--- config.mk ---
export PLATFORM = sky130hd
export DESIGN_NAME = mmp_core
export DESIGN_NICKNAME = d
export VERILOG_FILES = /design/src/mmp_ram.v /design/src/mmp_core.v
export VERILOG_INCLUDE_DIRS = /design/src /design/src/src
export SDC_FILE = /design/constraint.sdc
export NUM_CORES = 1
export LEC_CHECK = 0
export BUFFER_PORTS_ARGS = -buffer_cell sky130_fd_sc_hd__buf_2
export CORE_MARGIN = 4
export CORE_UTILIZATION = 55
export DETAILED_ROUTE_END_ITERATION = 10
export GPL_TIMING_DRIVEN = 0
export PLACE_DENSITY = 0.72
export SYNTH_ARGS = -nofsm -noshare
export SYNTH_HDL_FRONTEND = slang
export SYNTH_SLANG_ARGS = --single-unit
--- constraint.sdc ---
create_clock -name clk -period 3 [get_ports clk]
set_input_delay 0.6 -clock clk [delete_from_list [all_inputs] [get_ports clk]]
set_output_delay 0.6 -clock clk [all_outputs]
set_load 0.1 [all_outputs]
--- src/mmp_defs.vh ---
// Constants for the memory map and start-up logic of the 4-bit core
`ifndef MMP_DEFS_VH
`define MMP_DEFS_VH

`define MMP_RAM_PAGE_NIBBLES   48
`define MMP_RAM_PAGES          2
`define MMP_RAM_LO             6'h10
`define MMP_RAM_HI             6'h3F
`define MMP_CTRL_BASE          6'h00
`define MMP_CTRL_NIBBLES       14
`define MMP_PAGE_RESET         1'h0
`define MMP_ROM_ADDR_W         14
`define MMP_ROM_DATA_W         10
`define MMP_ROM_RSVD_BASE      14'h3F00
`define MMP_CLK_HZ             100000000
`define MMP_INSTR_HZ           400000
`define MMP_INSTR_DIV          (`MMP_CLK_HZ / `MMP_INSTR_HZ)
`define MMP_POR_MS             131
`define MMP_POR_CYCLES         (`MMP_POR_MS * (`MMP_CLK_HZ / 1000))

`endif

--- src/mmp_ram.v ---
// Nibble RAM with registered read data
`timescale 1ns/1ps
`default_nettype none
module mmp_ram #(
   parameter AW    = 7,
   parameter DEPTH = 96
) (
   input  wire          clk,     // System clock
   input  wire          wr_en,   // Write strobe
   input  wire [AW-1:0] addr,    // Physical nibble address
   input  wire [3:0]    wr_data, // Write nibble
   output reg  [3:0]    rd_data  // Registered read nibble
);
   reg [3:0] mem [0:DEPTH-1];

   always @(posedge clk) begin
      if (wr_en) begin
         mem[addr] <= wr_data;
      end
      rd_data <= mem[addr];
   end
endmodule
`default_nettype wire

--- src/mmp_core.v ---
// RAM paging, control space, ROM addressing and power-on hold for the 4-bit core
// Notes on behaviour
// Two pages of 48 nibbles each
// Page select is zero after reset
// Page changes only by page-move instruction
// RAM decodes 0x10..0x3F using selected page
// Fourteen-nibble system control space exists
// Jump and call carry 14-bit address
// Program and LED data share one ROM
// Users keep out of reserved ROM region
// Hold reset about 131 ms after power-up
// Instructions step at 400 kHz
// Out-of-window writes leave RAM untouched
`timescale 1ns/1ps
`default_nettype none
`include "mmp_defs.vh"
module mmp_core #(
   parameter POR_CYCLES = `MMP_POR_CYCLES, // Power-on hold length in clk cycles
   parameter PAGES      = `MMP_RAM_PAGES   // 1 on small parts, 2 on large
) (
   input  wire                       clk,          // 100 MHz system clock
   input  wire                       rst_b,        // Power-on reset, active low
   input  wire                       data_wr,      // Data write request
   input  wire                       data_rd,      // Data read request
   input  wire [5:0]                 data_addr,    // Data address
   input  wire [3:0]                 data_wdata,   // Data write nibble
   input  wire                       page_move,    // Page-move instruction strobe
   input  wire                       page_value,   // Page carried by page move
   input  wire                       jump_load,    // Jump or call strobe
   input  wire [`MMP_ROM_ADDR_W-1:0] jump_target,  // Jump or call word address
   input  wire                       pc_step,      // Advance program counter
   input  wire [`MMP_ROM_ADDR_W-1:0] led_addr,     // LED data fetch address
   input  wire                       led_fetch,    // LED data fetch request
   output reg  [3:0]                 data_rdata,   // Read nibble
   output reg                        data_rvalid,  // Read data valid pulse
   output reg                        ram_page_select, // Current RAM page
   output reg  [`MMP_ROM_ADDR_W-1:0] rom_addr,     // Shared ROM word address
   output reg                        rom_is_led,   // ROM cycle is LED data fetch
   output reg                        instr_tick,   // 400 kHz instruction pulse
   output reg                        core_run,     // Normal execution enabled
   output reg  [`MMP_ROM_ADDR_W-1:0] pc            // Program counter
);
   localparam DIV_W = 8;
   localparam POR_W = 25;
   localparam integer DIV_LAST_I  = `MMP_INSTR_DIV - 1;
   localparam integer POR_LAST_I  = POR_CYCLES - 1;
   localparam integer CTRL_LAST_I = `MMP_CTRL_BASE + `MMP_CTRL_NIBBLES - 1;
   localparam integer PAGE_SIZE_I = `MMP_RAM_PAGE_NIBBLES;
   // Integer constants are cut to the counter widths on purpose
   localparam [DIV_W-1:0] DIV_LAST  = DIV_LAST_I[DIV_W-1:0];
   localparam [POR_W-1:0] POR_LAST  = POR_LAST_I[POR_W-1:0];
   localparam [5:0]       RAM_LO    = `MMP_RAM_LO;
   localparam [5:0]       RAM_HI    = `MMP_RAM_HI;
   localparam [5:0]       CTRL_LAST = CTRL_LAST_I[5:0];
   localparam [6:0]       PAGE_SIZE = PAGE_SIZE_I[6:0];

   // Each register except rd_ram_reg sits beside its next-value term
   reg  [POR_W-1:0]               por_reg;
   reg  [POR_W-1:0]               por_next;
   reg                            run_next;
   reg  [DIV_W-1:0]               div_reg;
   reg  [DIV_W-1:0]               div_next;
   reg                            tick_next;
   reg                            page_next;
   reg  [`MMP_ROM_ADDR_W-1:0]     pc_next;
   reg  [`MMP_ROM_ADDR_W-1:0]     rom_next;
   reg                            rom_led_next;
   reg                            rd_ram_reg;
   reg  [3:0]                     ctrl_q_reg;
   reg  [3:0]                     ctrl_q_next;
   reg  [3:0]                     rdata_next;
   wire                           in_ram;
   wire                           in_ctrl;
   wire [6:0]                     phys_addr;
   wire [6:0]                     ram_addr;
   wire [6:0]                     page_base;
   wire [3:0]                     ram_q;
   wire [4*`MMP_CTRL_NIBBLES-1:0] ctrl_flat;

   assign in_ram    = (data_addr >= RAM_LO) && (data_addr <= RAM_HI);
   assign in_ctrl   = (data_addr <= CTRL_LAST);
   assign page_base = ram_page_select ? PAGE_SIZE : 7'h00;
   assign phys_addr = page_base + {1'b0, data_addr - RAM_LO};
   // Out-of-window addresses park on entry 0 so the array is never indexed past its end
   assign ram_addr  = in_ram ? phys_addr : 7'h00;

   // Writes outside both windows are dropped before reaching the array
   mmp_ram #(
      .AW    (7),
      .DEPTH (`MMP_RAM_PAGE_NIBBLES * `MMP_RAM_PAGES)
   ) u_ram (
      .clk     (clk),
      .wr_en   (data_wr && in_ram && core_run),
      .addr    (ram_addr),
      .wr_data (data_wdata),
      .rd_data (ram_q)
   );

   // Power-on hold then the instruction tick
   always @* begin
      por_next  = por_reg;
      run_next  = core_run;
      div_next  = div_reg;
      tick_next = 1'b0;
      if (!core_run) begin
         if (por_reg == POR_LAST) begin
            run_next = 1'b1;
         end else begin
            por_next = por_reg + 1'b1;
         end
      end else if (div_reg == DIV_LAST) begin
         div_next  = {DIV_W{1'b0}};
         tick_next = 1'b1;
      end else begin
         div_next = div_reg + 1'b1;
      end
   end

   // The divider starts only after the hold, so the first tick lands a full period in
   always @(posedge clk) begin
      if (!rst_b) begin
         por_reg    <= {POR_W{1'b0}};
         core_run   <= 1'b0;
         div_reg    <= {DIV_W{1'b0}};
         instr_tick <= 1'b0;
      end else begin
         por_reg    <= por_next;
         core_run   <= run_next;
         div_reg    <= div_next;
         instr_tick <= tick_next;
      end
   end

   // Page select has no data address; only the page move reaches it
   // With one page fitted the move is accepted and ignored
   always @* begin
      page_next = ram_page_select;
      if (core_run && page_move && PAGES > 1) begin
         page_next = page_value;
      end
   end

   always @(posedge clk) begin
      if (!rst_b) begin
         ram_page_select <= `MMP_PAGE_RESET;
      end else begin
         ram_page_select <= page_next;
      end
   end

   // Program counter and shared ROM address; a jump wins over a step in the same cycle
   always @* begin
      pc_next      = pc;
      rom_next     = pc;
      rom_led_next = 1'b0;
      if (core_run && jump_load) begin
         pc_next = jump_target;
      end else if (core_run && pc_step) begin
         pc_next = pc + 1'b1;
      end
      // LED fetch borrows the ROM port; the full 14-bit space is one page
      if (core_run && led_fetch) begin
         rom_next     = led_addr;
         rom_led_next = 1'b1;
      end
   end

   always @(posedge clk) begin
      if (!rst_b) begin
         pc         <= {`MMP_ROM_ADDR_W{1'b0}};
         rom_addr   <= {`MMP_ROM_ADDR_W{1'b0}};
         rom_is_led <= 1'b0;
      end else begin
         pc         <= pc_next;
         rom_addr   <= rom_next;
         rom_is_led <= rom_led_next;
      end
   end

   // Control nibbles, one generate entry each, gathered in one flat word for the read mux
   genvar gi;
   generate
      for (gi = 0; gi < `MMP_CTRL_NIBBLES; gi = gi + 1) begin : g_ctrl
         reg [3:0] nib_reg;
         always @(posedge clk) begin
            if (!rst_b) begin
               nib_reg <= 4'h0;
            end else if (core_run && data_wr && data_addr == gi) begin
               nib_reg <= data_wdata;
            end
         end
         assign ctrl_flat[4*gi+3:4*gi] = nib_reg;
      end
   endgenerate

   // Read answer staging; unmapped nibbles read as zero so no stale data leaks out
   always @* begin
      ctrl_q_next = 4'h0;
      if (in_ctrl) begin
         ctrl_q_next = ctrl_flat[{data_addr[3:0], 2'b00} +: 4];
      end
      rdata_next = rd_ram_reg ? ram_q : ctrl_q_reg;
   end

   // Read path: RAM data is a cycle late, so the answer lands one cycle on
   // Limitation: the valid pulse leads the nibble by one cycle
   always @(posedge clk) begin
      if (!rst_b) begin
         rd_ram_reg  <= 1'b0;
         ctrl_q_reg  <= 4'h0;
         data_rvalid <= 1'b0;
         data_rdata  <= 4'h0;
      end else begin
         rd_ram_reg  <= in_ram;
         ctrl_q_reg  <= ctrl_q_next;
         data_rvalid <= core_run && data_rd;
         data_rdata  <= rdata_next;
      end
   end
endmodule
`default_nettype wire

# Yosys cells after proc, flatten, opt, wreduce, memory -nomap -nowiden
# Memories as Yosys holds them, arrays and structs flattened. A register that Yosys moved wholly into a read port is not among the register bits.
# Index checks and enable logic that the tools add are counted.
# W data, S select, Z words.
[totals]
regBits = 131
output_inout_bits = 37
rom_bits = 0
mem_count = 1
ramBits = 384
latchBits = 0
wordCells = 94
[mem_list]
columns = ["name", "depth", "width", "rd", "rd_clocked_by_memory_dff", "write_ports", "line", "text"]
rows = [
  ["u_ram.mem", 96, 4, 1, 1, 1, "mmp_ram.v:14", "reg [3:0] mem [0:DEPTH-1];"],
]
[classes]
muxes = 13
n_lt_le_gt_ge = 3
n_eq_ne = 15
div = 0
n_mul = 0
n_reduce_logical = 28
n_addsub = 5
n_shift = 1
bitwise_logic = 2
[ops]
columns = ["operator", "count"]
rows = [
  ["$shiftx A56 B7 Y4", 1],
  ["$mux W14", 3],
  ["$eq A6 B4 Y1 const B", 6],
  ["$add A25 B1 Y25 const B", 1],
  ["$eq A25 B24 Y1 const B", 1],
  ["$eq A6 B3 Y1 const B", 4],
  ["$logic_and A1 B1 Y1", 23],
  ["$add A14 B1 Y14 const B", 1],
  ["$eq A6 B2 Y1 const B", 2],
  ["$add A8 B1 Y8 const B", 1],
  ["$eq A8 B8 Y1 const B", 1],
  ["$mux W8", 1],
  ["$add A6 B6 Y7", 1],
  ["$mux W7", 1],
  ["$eq A6 B1 Y1 const B", 1],
  ["$ge A6 B5 Y1 const B", 1],
  ["$le A6 B4 Y1 const B", 1],
  ["$le A6 B6 Y1 const B", 1],
  ["$logic_not A6 Y1", 1],
  ["$mux W1", 6],
  ["$mux W6", 1],
  ["$reduce_and A2 Y1", 3],
  ["$sub A6 B5 Y6 const B", 1],
  ["$mux W4", 1],
  ["2 further kinds", 3],
]

# Logic depth before layout (Yosys ltp)
# Gate-level depths: netlist of run 1.
[depth]
ltp_word = 6
mapped_depth = 11
mapped_depth_nobuf = 11

# Hierarchy
# A second synthesis of run 1 with hierarchy kept.
[hier_totals]
cells_unflattened = 1516
hier_area_um2 = 21575.7
[by_module_without_submodules]
columns = ["module", "instances", "area_each_um2", "cells_per_inst"]
rows = [
  ["mmp_ram", 1, 15667.5, 864],
  ["mmp_core", 1, 5908.2, 652],
]

# Worst setup path after synthesis of run 1
# No wires, ideal clock.
[synth_path]
path_kind = "reg-to-reg"
start = "reg ram_page_select"
end = "mem u_ram.mem[69][0], enable pin"
required_ps = 2639
arrival_time_ps = 2548
path_buffers = 0
stages_incl_launch_ff = 6
slack_ps = 90
synth_period_minus_slack_ps = 2910
path_cell_list = "dfxtp_1 -> ha_1 -> fa_1 -> nor2_1 -> nand3_1 -> nor3_1"
[synth_between]
elab_chain_cells = 3
[synth_lines]
columns = ["element", "line", "text"]
rows = [
  ["start, declared", "mmp_core.v:36", "output reg ram_page_select,"],
  ["start signal, assigned", "mmp_core.v:145", "ram_page_select <= `MMP_PAGE_RESET;"],
  ["start signal, assigned", "mmp_core.v:147", "ram_page_select <= page_next;"],
  ["$mux W6", "mmp_core.v:82", "assign page_base = ram_page_select ? PAGE_SIZE : 7'h00;"],
  ["$add A6 B6 Y7", "mmp_core.v:83", "assign phys_addr = page_base + {1'b0, data_addr - RAM_LO};"],
  ["$mux W7", "mmp_core.v:85", "assign ram_addr = in_ram ? phys_addr : 7'h00;"],
  ["end, declared", "mmp_ram.v:14", ""],
]
# No other way between the ends.

# Final worst setup path of run 1
[layout_path]
start = "in data_addr[0]"
end = "reg u_ram.rd_data[3], read port of u_ram.mem"
[layout_between]
elab_chain_cells = 3
word_cells_on_any_way = 6
cone_classes = "add/sub: 2; order compare: 2; mux: 1; reduce/logical: 1"
[layout_lines]
columns = ["element", "line", "text"]
rows = [
  ["start, declared", "mmp_core.v:25", "input wire [5:0] data_addr,"],
  ["$sub A6 B5 Y6 (tied with other cells)", "mmp_core.v:83", ""],
  ["$add A6 B6 Y7 or $logic_and A1 B1 Y1 (tied branches)", "mmp_core.v:83, mmp_core.v:80", ""],
  ["$mux W7 *", "mmp_core.v:85", ""],
  ["end, declared", "mmp_ram.v:12", "output reg [3:0] rd_data"],
]
# Mark *: on every way between the ends. The rest lies on a longest branch, timed or not.
# A chain may end at the register's enable or synchronous reset.

==> impl_metrics.json, run 1 <==
{
  "violations": "negative setup slack",
  "synth_top_cell_area_share_pct": 53.2,
  "power_density_nw_per_um2": 611,
  "final_common_cell": "edfxtp_1",
  "diodes": 0,
  "fin_crit_sh_pct": 105,
  "fin_nets": 1822,
  "drive_above_1_share_pct": 18.2,
  "avgSynthCellArea_um2": 13.3,
  "worstPathMaxFanout": 10,
  "ioPinCount": 84,
  "drt_pass1_iterations": 6,
  "drv_cap": 0,
  "syn_inst": 1630,
  "die-area_um2": 42600,
  "arrival_ns": 3.59,
  "synth_nets": 1686,
  "path_clk_slew_ns": 0.06,
  "drc": 0,
  "power.leakage_nw": 8.26,
  "grt_pass1_wl_mm": 101,
  "drtIter0Drc": 2234,
  "port_buffers": 81,
  "setup_viol": 82,
  "synth_area_leader_cell": "edfxtp_1",
  "whs_ns": 0.232,
  "min_period_ns": 3.15,
  "dp_hpwl_mm": 47.3,
  "largest_reg_flops": 384,
  "gp_congestion": 1.07,
  "clock_latency_ns": 0.60,
  "fin_cells": 2325,
  "die_width_um": 206,
  "synth_seq_cells": 519,
  "report.final.slew_viol_count": 0,
  "synthTopCellsByArea": "edfxtp_1 (53%), dfxtp_1 (12%), mux2i_1 (4.9%)",
  "cts_root_buffer": "clkbuf_16",
  "clock_sinks": 519,
  "start_util_pct": 55.8,
  "grt_pass1_vias": 15100,
  "die_height_um": 206,
  "rsz0062_at_grt": "true",
  "ir_drop_mv": 0.478,
  "final_hold_viol_count": 0,
  "worstMarginPinSlew_ns": 1.16,
  "grt_max_degree": 81,
  "cts_tree": "done",
  "dp.cells": 2233,
  "vias": 15200,
  "htree_levels": 2,
  "via_per_inst": 6.55,
  "ys_warn_count": 0,
  "hp-class": "primary input to register",
  "pre_cts_slack_ns": -1.25,
  "setup-tns-final_ns": -2.67,
  "syn_area_um2": 21700,
  "startpoint_type": "primary input",
  "synth_edf_count": 384,
  "numCtsBuffers": 52,
  "ys_seq_area_share_pct": 65.7,
  "wl_met2_mm": 31.4,
  "setup_ws_ns": -0.146,
  "wl_met1_mm": 25.8,
  "area_delta_synth_final_pct": 14.1,
  "finClkSkew_ns": 0.0228,
  "highest_layer": "met5",
  "synth_flop_cell": "edfxtp_1",
  "post_cts_buffers": 0,
  "antenna_found_initial": 3,
  "max_slew_margin_pct": 22.5,
  "status": "finished, violations left",
  "async_flop_share_pct": 0,
  "wire_per_inst_um": 30.6,
  "core-area_um2": 38800,
  "max_freq_mhz": 318,
  "wirelength_mm": 71.2,
  "final_cell_mix": "edfxtp_1 (384), dfxtp_1 (135), nor2_1 (113)",
  "critPathKind": "primary input to register",
  "cts_buffer_depth": 3,
  "required_ns": 3.45,
  "grt_usage_pct": 33.3,
  "ant_nets": 0,
  "synth_cell_type_count": 79,
  "end_kind": "register",
  "wl_met3_mm": 8.94,
  "row_count": 72,
  "overflow": 0
}
==> critical path, stage by stage <==
cell and delay (ns):
buf_2 0.12, buf_4 0.18, nor3_1 0.52, or2_1 0.17, buf_2 0.28, buf_2 0.48
nand2_1 0.11, a311oi_1 0.52, nor4_1 0.15, o22ai_1 0.44
==> worst paths after layout <==
kind / startpoint / to / slack (ns) / cells past startpoint
setup reg to reg: ram_page_select$_SDFFE_PN0P_ / u_ram.mem[18][0]$_DFFE_PP_ / 0.02 / 6
hold / removal: data_rd / data_rvalid$_SDFF_PN0_ / 0.23 / 2
hold reg to reg: ctrl_q_reg[3]$_SDFF_PN0_ / data_rdata[3]$_SDFF_PN0_ / 0.49 / 2
setup / recovery: data_addr[0] / u_ram.rd_data[3]$_DFF_P_ / -0.15 / 10
==> cells in the mapped netlist (21+ instances only) <==
master / number
nand3_1: 39
clkbuf_1: 48
dfxtp_1: 135
o21ai_0: 33
nor3_1: 23
a21oi_1: 50
o22ai_1: 24
nor2b_1: 81
mux2i_1: 107
and2_1: 27
a22oi_1: 51
nor2_1: 162
nand2_1: 109
mux4_2: 21
buf_2: 31
edfxtp_1: 384
a221oi_1: 28
==> per-stage QoR <==
| step | utilization, % | power [mW] | area (µm²) |
|---|---|---|---|
| 2_1_floorplan | - | 8.37 | 21700 |
| 3_3_place_gp | 58.5 | 8.87 | 22700 |
| 3_5_place_dp | 58.8 | 8.88 | 22800 |
| 4_1_cts | 63.3 | 15.1 | 24600 |
| 5_1_grt | 63.7 | 15.5 | 24700 |
| 6_report | 63.7 | 15.1 | 24700 |
==> timing repair <==
| action | 4_1_cts | 5_1_grt |
|---|---|---|
| setup endpoints to repair | 388 | 283 |
| resized for setup | 48 | 47 |
| hold endpoints to repair | 0 | 0 |
| pin swaps | 0 | 1 |
| hold buffers | 0 | 0 |
==> routing by layer <==
layer | up-vias | global-route usage [%]
met1 | 7371 | 42.7
met4 | 4 | 18.2
met5 | - | 0
li1 | 6465 | -
met3 | 274 | 10.1
met2 | 1106 | 51.0
==> power breakdown <==
group          internal [mW]  switching (mW)
Combinational          0.288           0.794
Sequential              7.71         0.00840
Clock                   3.59            2.70
Total                   11.6            3.50
==> final cells by class <==
| class | count | area (µm²) |
|---|---|---|
| fill | 2927 | 14100 |
| inverter | 18 | 67.6 |
| clock buffer | 71 | 1430 |
| multi-input combinational | 996 | 7120 |
| tap | 518 | 648 |
| buffer | 94 | 500 |
| clock inverter | 24 | 188 |
| timing repair buffer | 85 | 526 |
| sequential | 519 | 14200 |
==> kinds of logic after synthesis <==
family | Yosys count | synth area share, %
xor+xnor | 40 | 1.62
flops | 519 | 65.7
simple gates | 491 | 11.0
compound gates | 303 | 10.1
mux | 153 | 8.43
fa+ha+maj | 9 | 0.589
buf+inv | 115 | 2.57
Power figures use the tool's default switching activity.
==> run 2, diff against run 1 <==
GPL_ROUTABILITY_DRIVEN = 0   (was default)
SETUP_SLACK_MARGIN = 0.5   (was default)
==> impl_metrics.json, run 2 (synthesis gave the netlist of run 1 again) <==
{
  "status": "finished, final reports clean",
  "min_delay_path_depth": 2,
  "required_ns": 3.46,
  "end_kind": "register",
  "dp_hpwl_mm": 44.2,
  "final_cell_mix": "edfxtp_1 (384), dfxtp_1 (133), mux2i_1 (106)",
  "arrival_ns": 3.16,
  "power.leakage_nw": 8.59,
  "r2r_slack_ns": 0.41,
  "multi_input_area_um2": 7660,
  "pre_cts_slack_ns": -1.14,
  "ioPinCount": 84,
  "clock_latency_ns": 0.62,
  "die-area_um2": 42600,
  "wirelength_mm": 67.9,
  "drv_cap": 0,
  "path_clk_slew_ns": 0.06,
  "drive_above_1_share_pct": 24.6,
  "final_hold_viol_count": 0,
  "largest_reg_flops": 384,
  "cts_buffer_depth": 3,
  "setup_viol": 0,
  "crit_buf_inv": 5,
  "setup_ws_ns": 0.299,
  "wire_per_inst_um": 28.9,
  "max_freq_mhz": 370,
  "cpLargestDelayFamily": "buffers and inverters",
  "rsz0062_at_grt": "true",
  "drt_pass1_iterations": 7,
  "design_area_um2": 25700,
  "area_delta_synth_final_pct": 18.9,
  "grt_pass1_vias": 15200,
  "crit_cells": 10,
  "crit_slowest_cell": "o21ai_0",
  "final_util_pct": 66.3,
  "startpoint_type": "primary input",
  "numCtsBuffers": 54,
  "cts_hold_buf": 0,
  "fin_cells": 2350,
  "dpl_cell_area_um2": 23000,
  "hp-class": "primary input to register",
  "min_from": "data_rd",
  "fill_cells": 2802,
  "ir_drop_mv": 0.508,
  "grt_usage_pct": 31.6,
  "cp_slowest_stage_delay_ns": 0.42,
  "min_to": "data_rvalid$_SDFF_PN0_",
  "die_height_um": 206,
  "reg2reg_from": "ram_page_select$_SDFFE_PN0P_",
  "row_count": 72,
  "max_slew_margin_pct": 39.0,
  "seq_area_um2": 14200,
  "die_width_um": 206,
  "vias": 15600,
  "crit_chain": "buf_2 > inv_1 > ha_2 > buf_4 > buf_4 > clkbuf_4 > o22ai_1 > o21ai_0 > a41oi_1 > a31o_1",
  "report.final.slew_viol_count": 0,
  "reg2reg_to": "u_ram.rd_data[2]$_DFF_P_",
  "clock_sinks": 519,
  "port_buffers": 81,
  "core-area_um2": 38800,
  "fin_crit_sh_pct": 90.0,
  "finClkSkew_ns": 0.0402,
  "power_density_nw_per_um2": 609,
  "via_per_inst": 6.64,
  "min_period_ns": 2.70,
  "drtIter0Drc": 2409,
  "worstMarginPinSlew_ns": 0.914,
  "dp.cells": 2233,
  "cts_root_buffer": "clkbuf_16",
  "fin_nets": 1844,
  "final_common_cell": "edfxtp_1",
  "start_util_pct": 55.8,
  "antenna_found_initial": 0,
  "drc": 0,
  "critPathKind": "primary input to register",
  "grt_pass1_wl_mm": 98.1,
  "overflow": 0,
  "ff2ff_path_depth": 9,
  "ant_nets": 0,
  "worstPathMaxFanout": 10,
  "cts_tree": "done",
  "htree_levels": 2,
  "grt_max_degree": 61,
  "crit_top_cell": "buf_4"
}
[run 2: changes by cell type in the layout (fill, tap and decap cells not counted), moves of 10 or more]
cell,change
nor2_1,-50
nor2_4,+46
buf_4,+19
buf_2,-18
clkbuf_1,-11
clkbuf_4,+11
nand2_1,-10
[run 2: per-layer routing]
layer / vias to the layer above / track usage, % / part of all wire [%]
li1: 6501 / - / -
met1: 7506 / 40.3 / 35
met2: 1239 / 47.3 / 44
met3: 352 / 11.2 / 14
met4: 0 / 17.2 / 7.0
met5: - / 0 / 0
[run 2: how the worst max path moves through the flow]
stage                  from                    endpoint  slack [ns]
2_1_floorplan  data_addr[4]  u_ram.mem[82][0]$_DFFE_PP_        0.43
3_3_place_gp   data_addr[0]  u_ram.mem[77][2]$_DFFE_PP_       -1.06
3_5_place_dp   data_addr[0]  u_ram.mem[77][0]$_DFFE_PP_       -1.14
4_1_cts        data_addr[4]   u_ram.mem[1][3]$_DFFE_PP_        0.48
5_1_grt        data_addr[4]    u_ram.rd_data[1]$_DFF_P_        0.37
6_report       data_addr[5]    u_ram.rd_data[0]$_DFF_P_        0.30
[run 2: worst reg2reg max path: cells and delay by family (launching register included)]
family | cells | cell delay (ns)
AO/OA/AOI/OAI | 2 | 0.27
buffers and inverters | 2 | 0.59
adder cells (fa/ha/maj) | 1 | 0.30
flip-flops | 1 | 0.38
multiplexers | 1 | 0.26
AND/OR/NAND/NOR | 3 | 0.71
[run 2: timing repair]
| item | 4_1_cts | 5_1_grt |
|---|---|---|
| setup endpoints to repair | 407 | 322 |
| pin swaps | 7 | 10 |
| setup buffers | 15 | 2 |
| gates resized for setup | 151 | 75 |
[run 2: stage by stage]
step / hold slack, ns / setup TNS (ns) / power [mW]
floorplan: 0.459 / 0 / 8.38
global placement: 0.490 / -270.13 / 8.84
detailed placement: 0.492 / -270.98 / 8.86
CTS: 0.238 / 0 / 15.6
global route: 0.246 / 0 / 16.1
finish: 0.259 / 0 / 15.7
[run 2: final cells by class]
class	instances	area share, %
repair buffers	102	2.69
flip-flops and latches	519	55.3
multi-input cells	996	29.7
clock buffers	72	5.93
inverters	18	0.277
clock inverters	27	1.08
plain buffers	97	2.46
well taps	518	2.52
diodes	1	0.00972
[run 2: power breakdown]
part           internal, mW  switching [mW]  total, mW  leakage, nW
registers              7.71          0.0100       7.72         4.54
clock network          4.00            2.79       6.80        0.880
logic                 0.335           0.818       1.15         3.17
total                  12.0            3.62       15.7         8.59
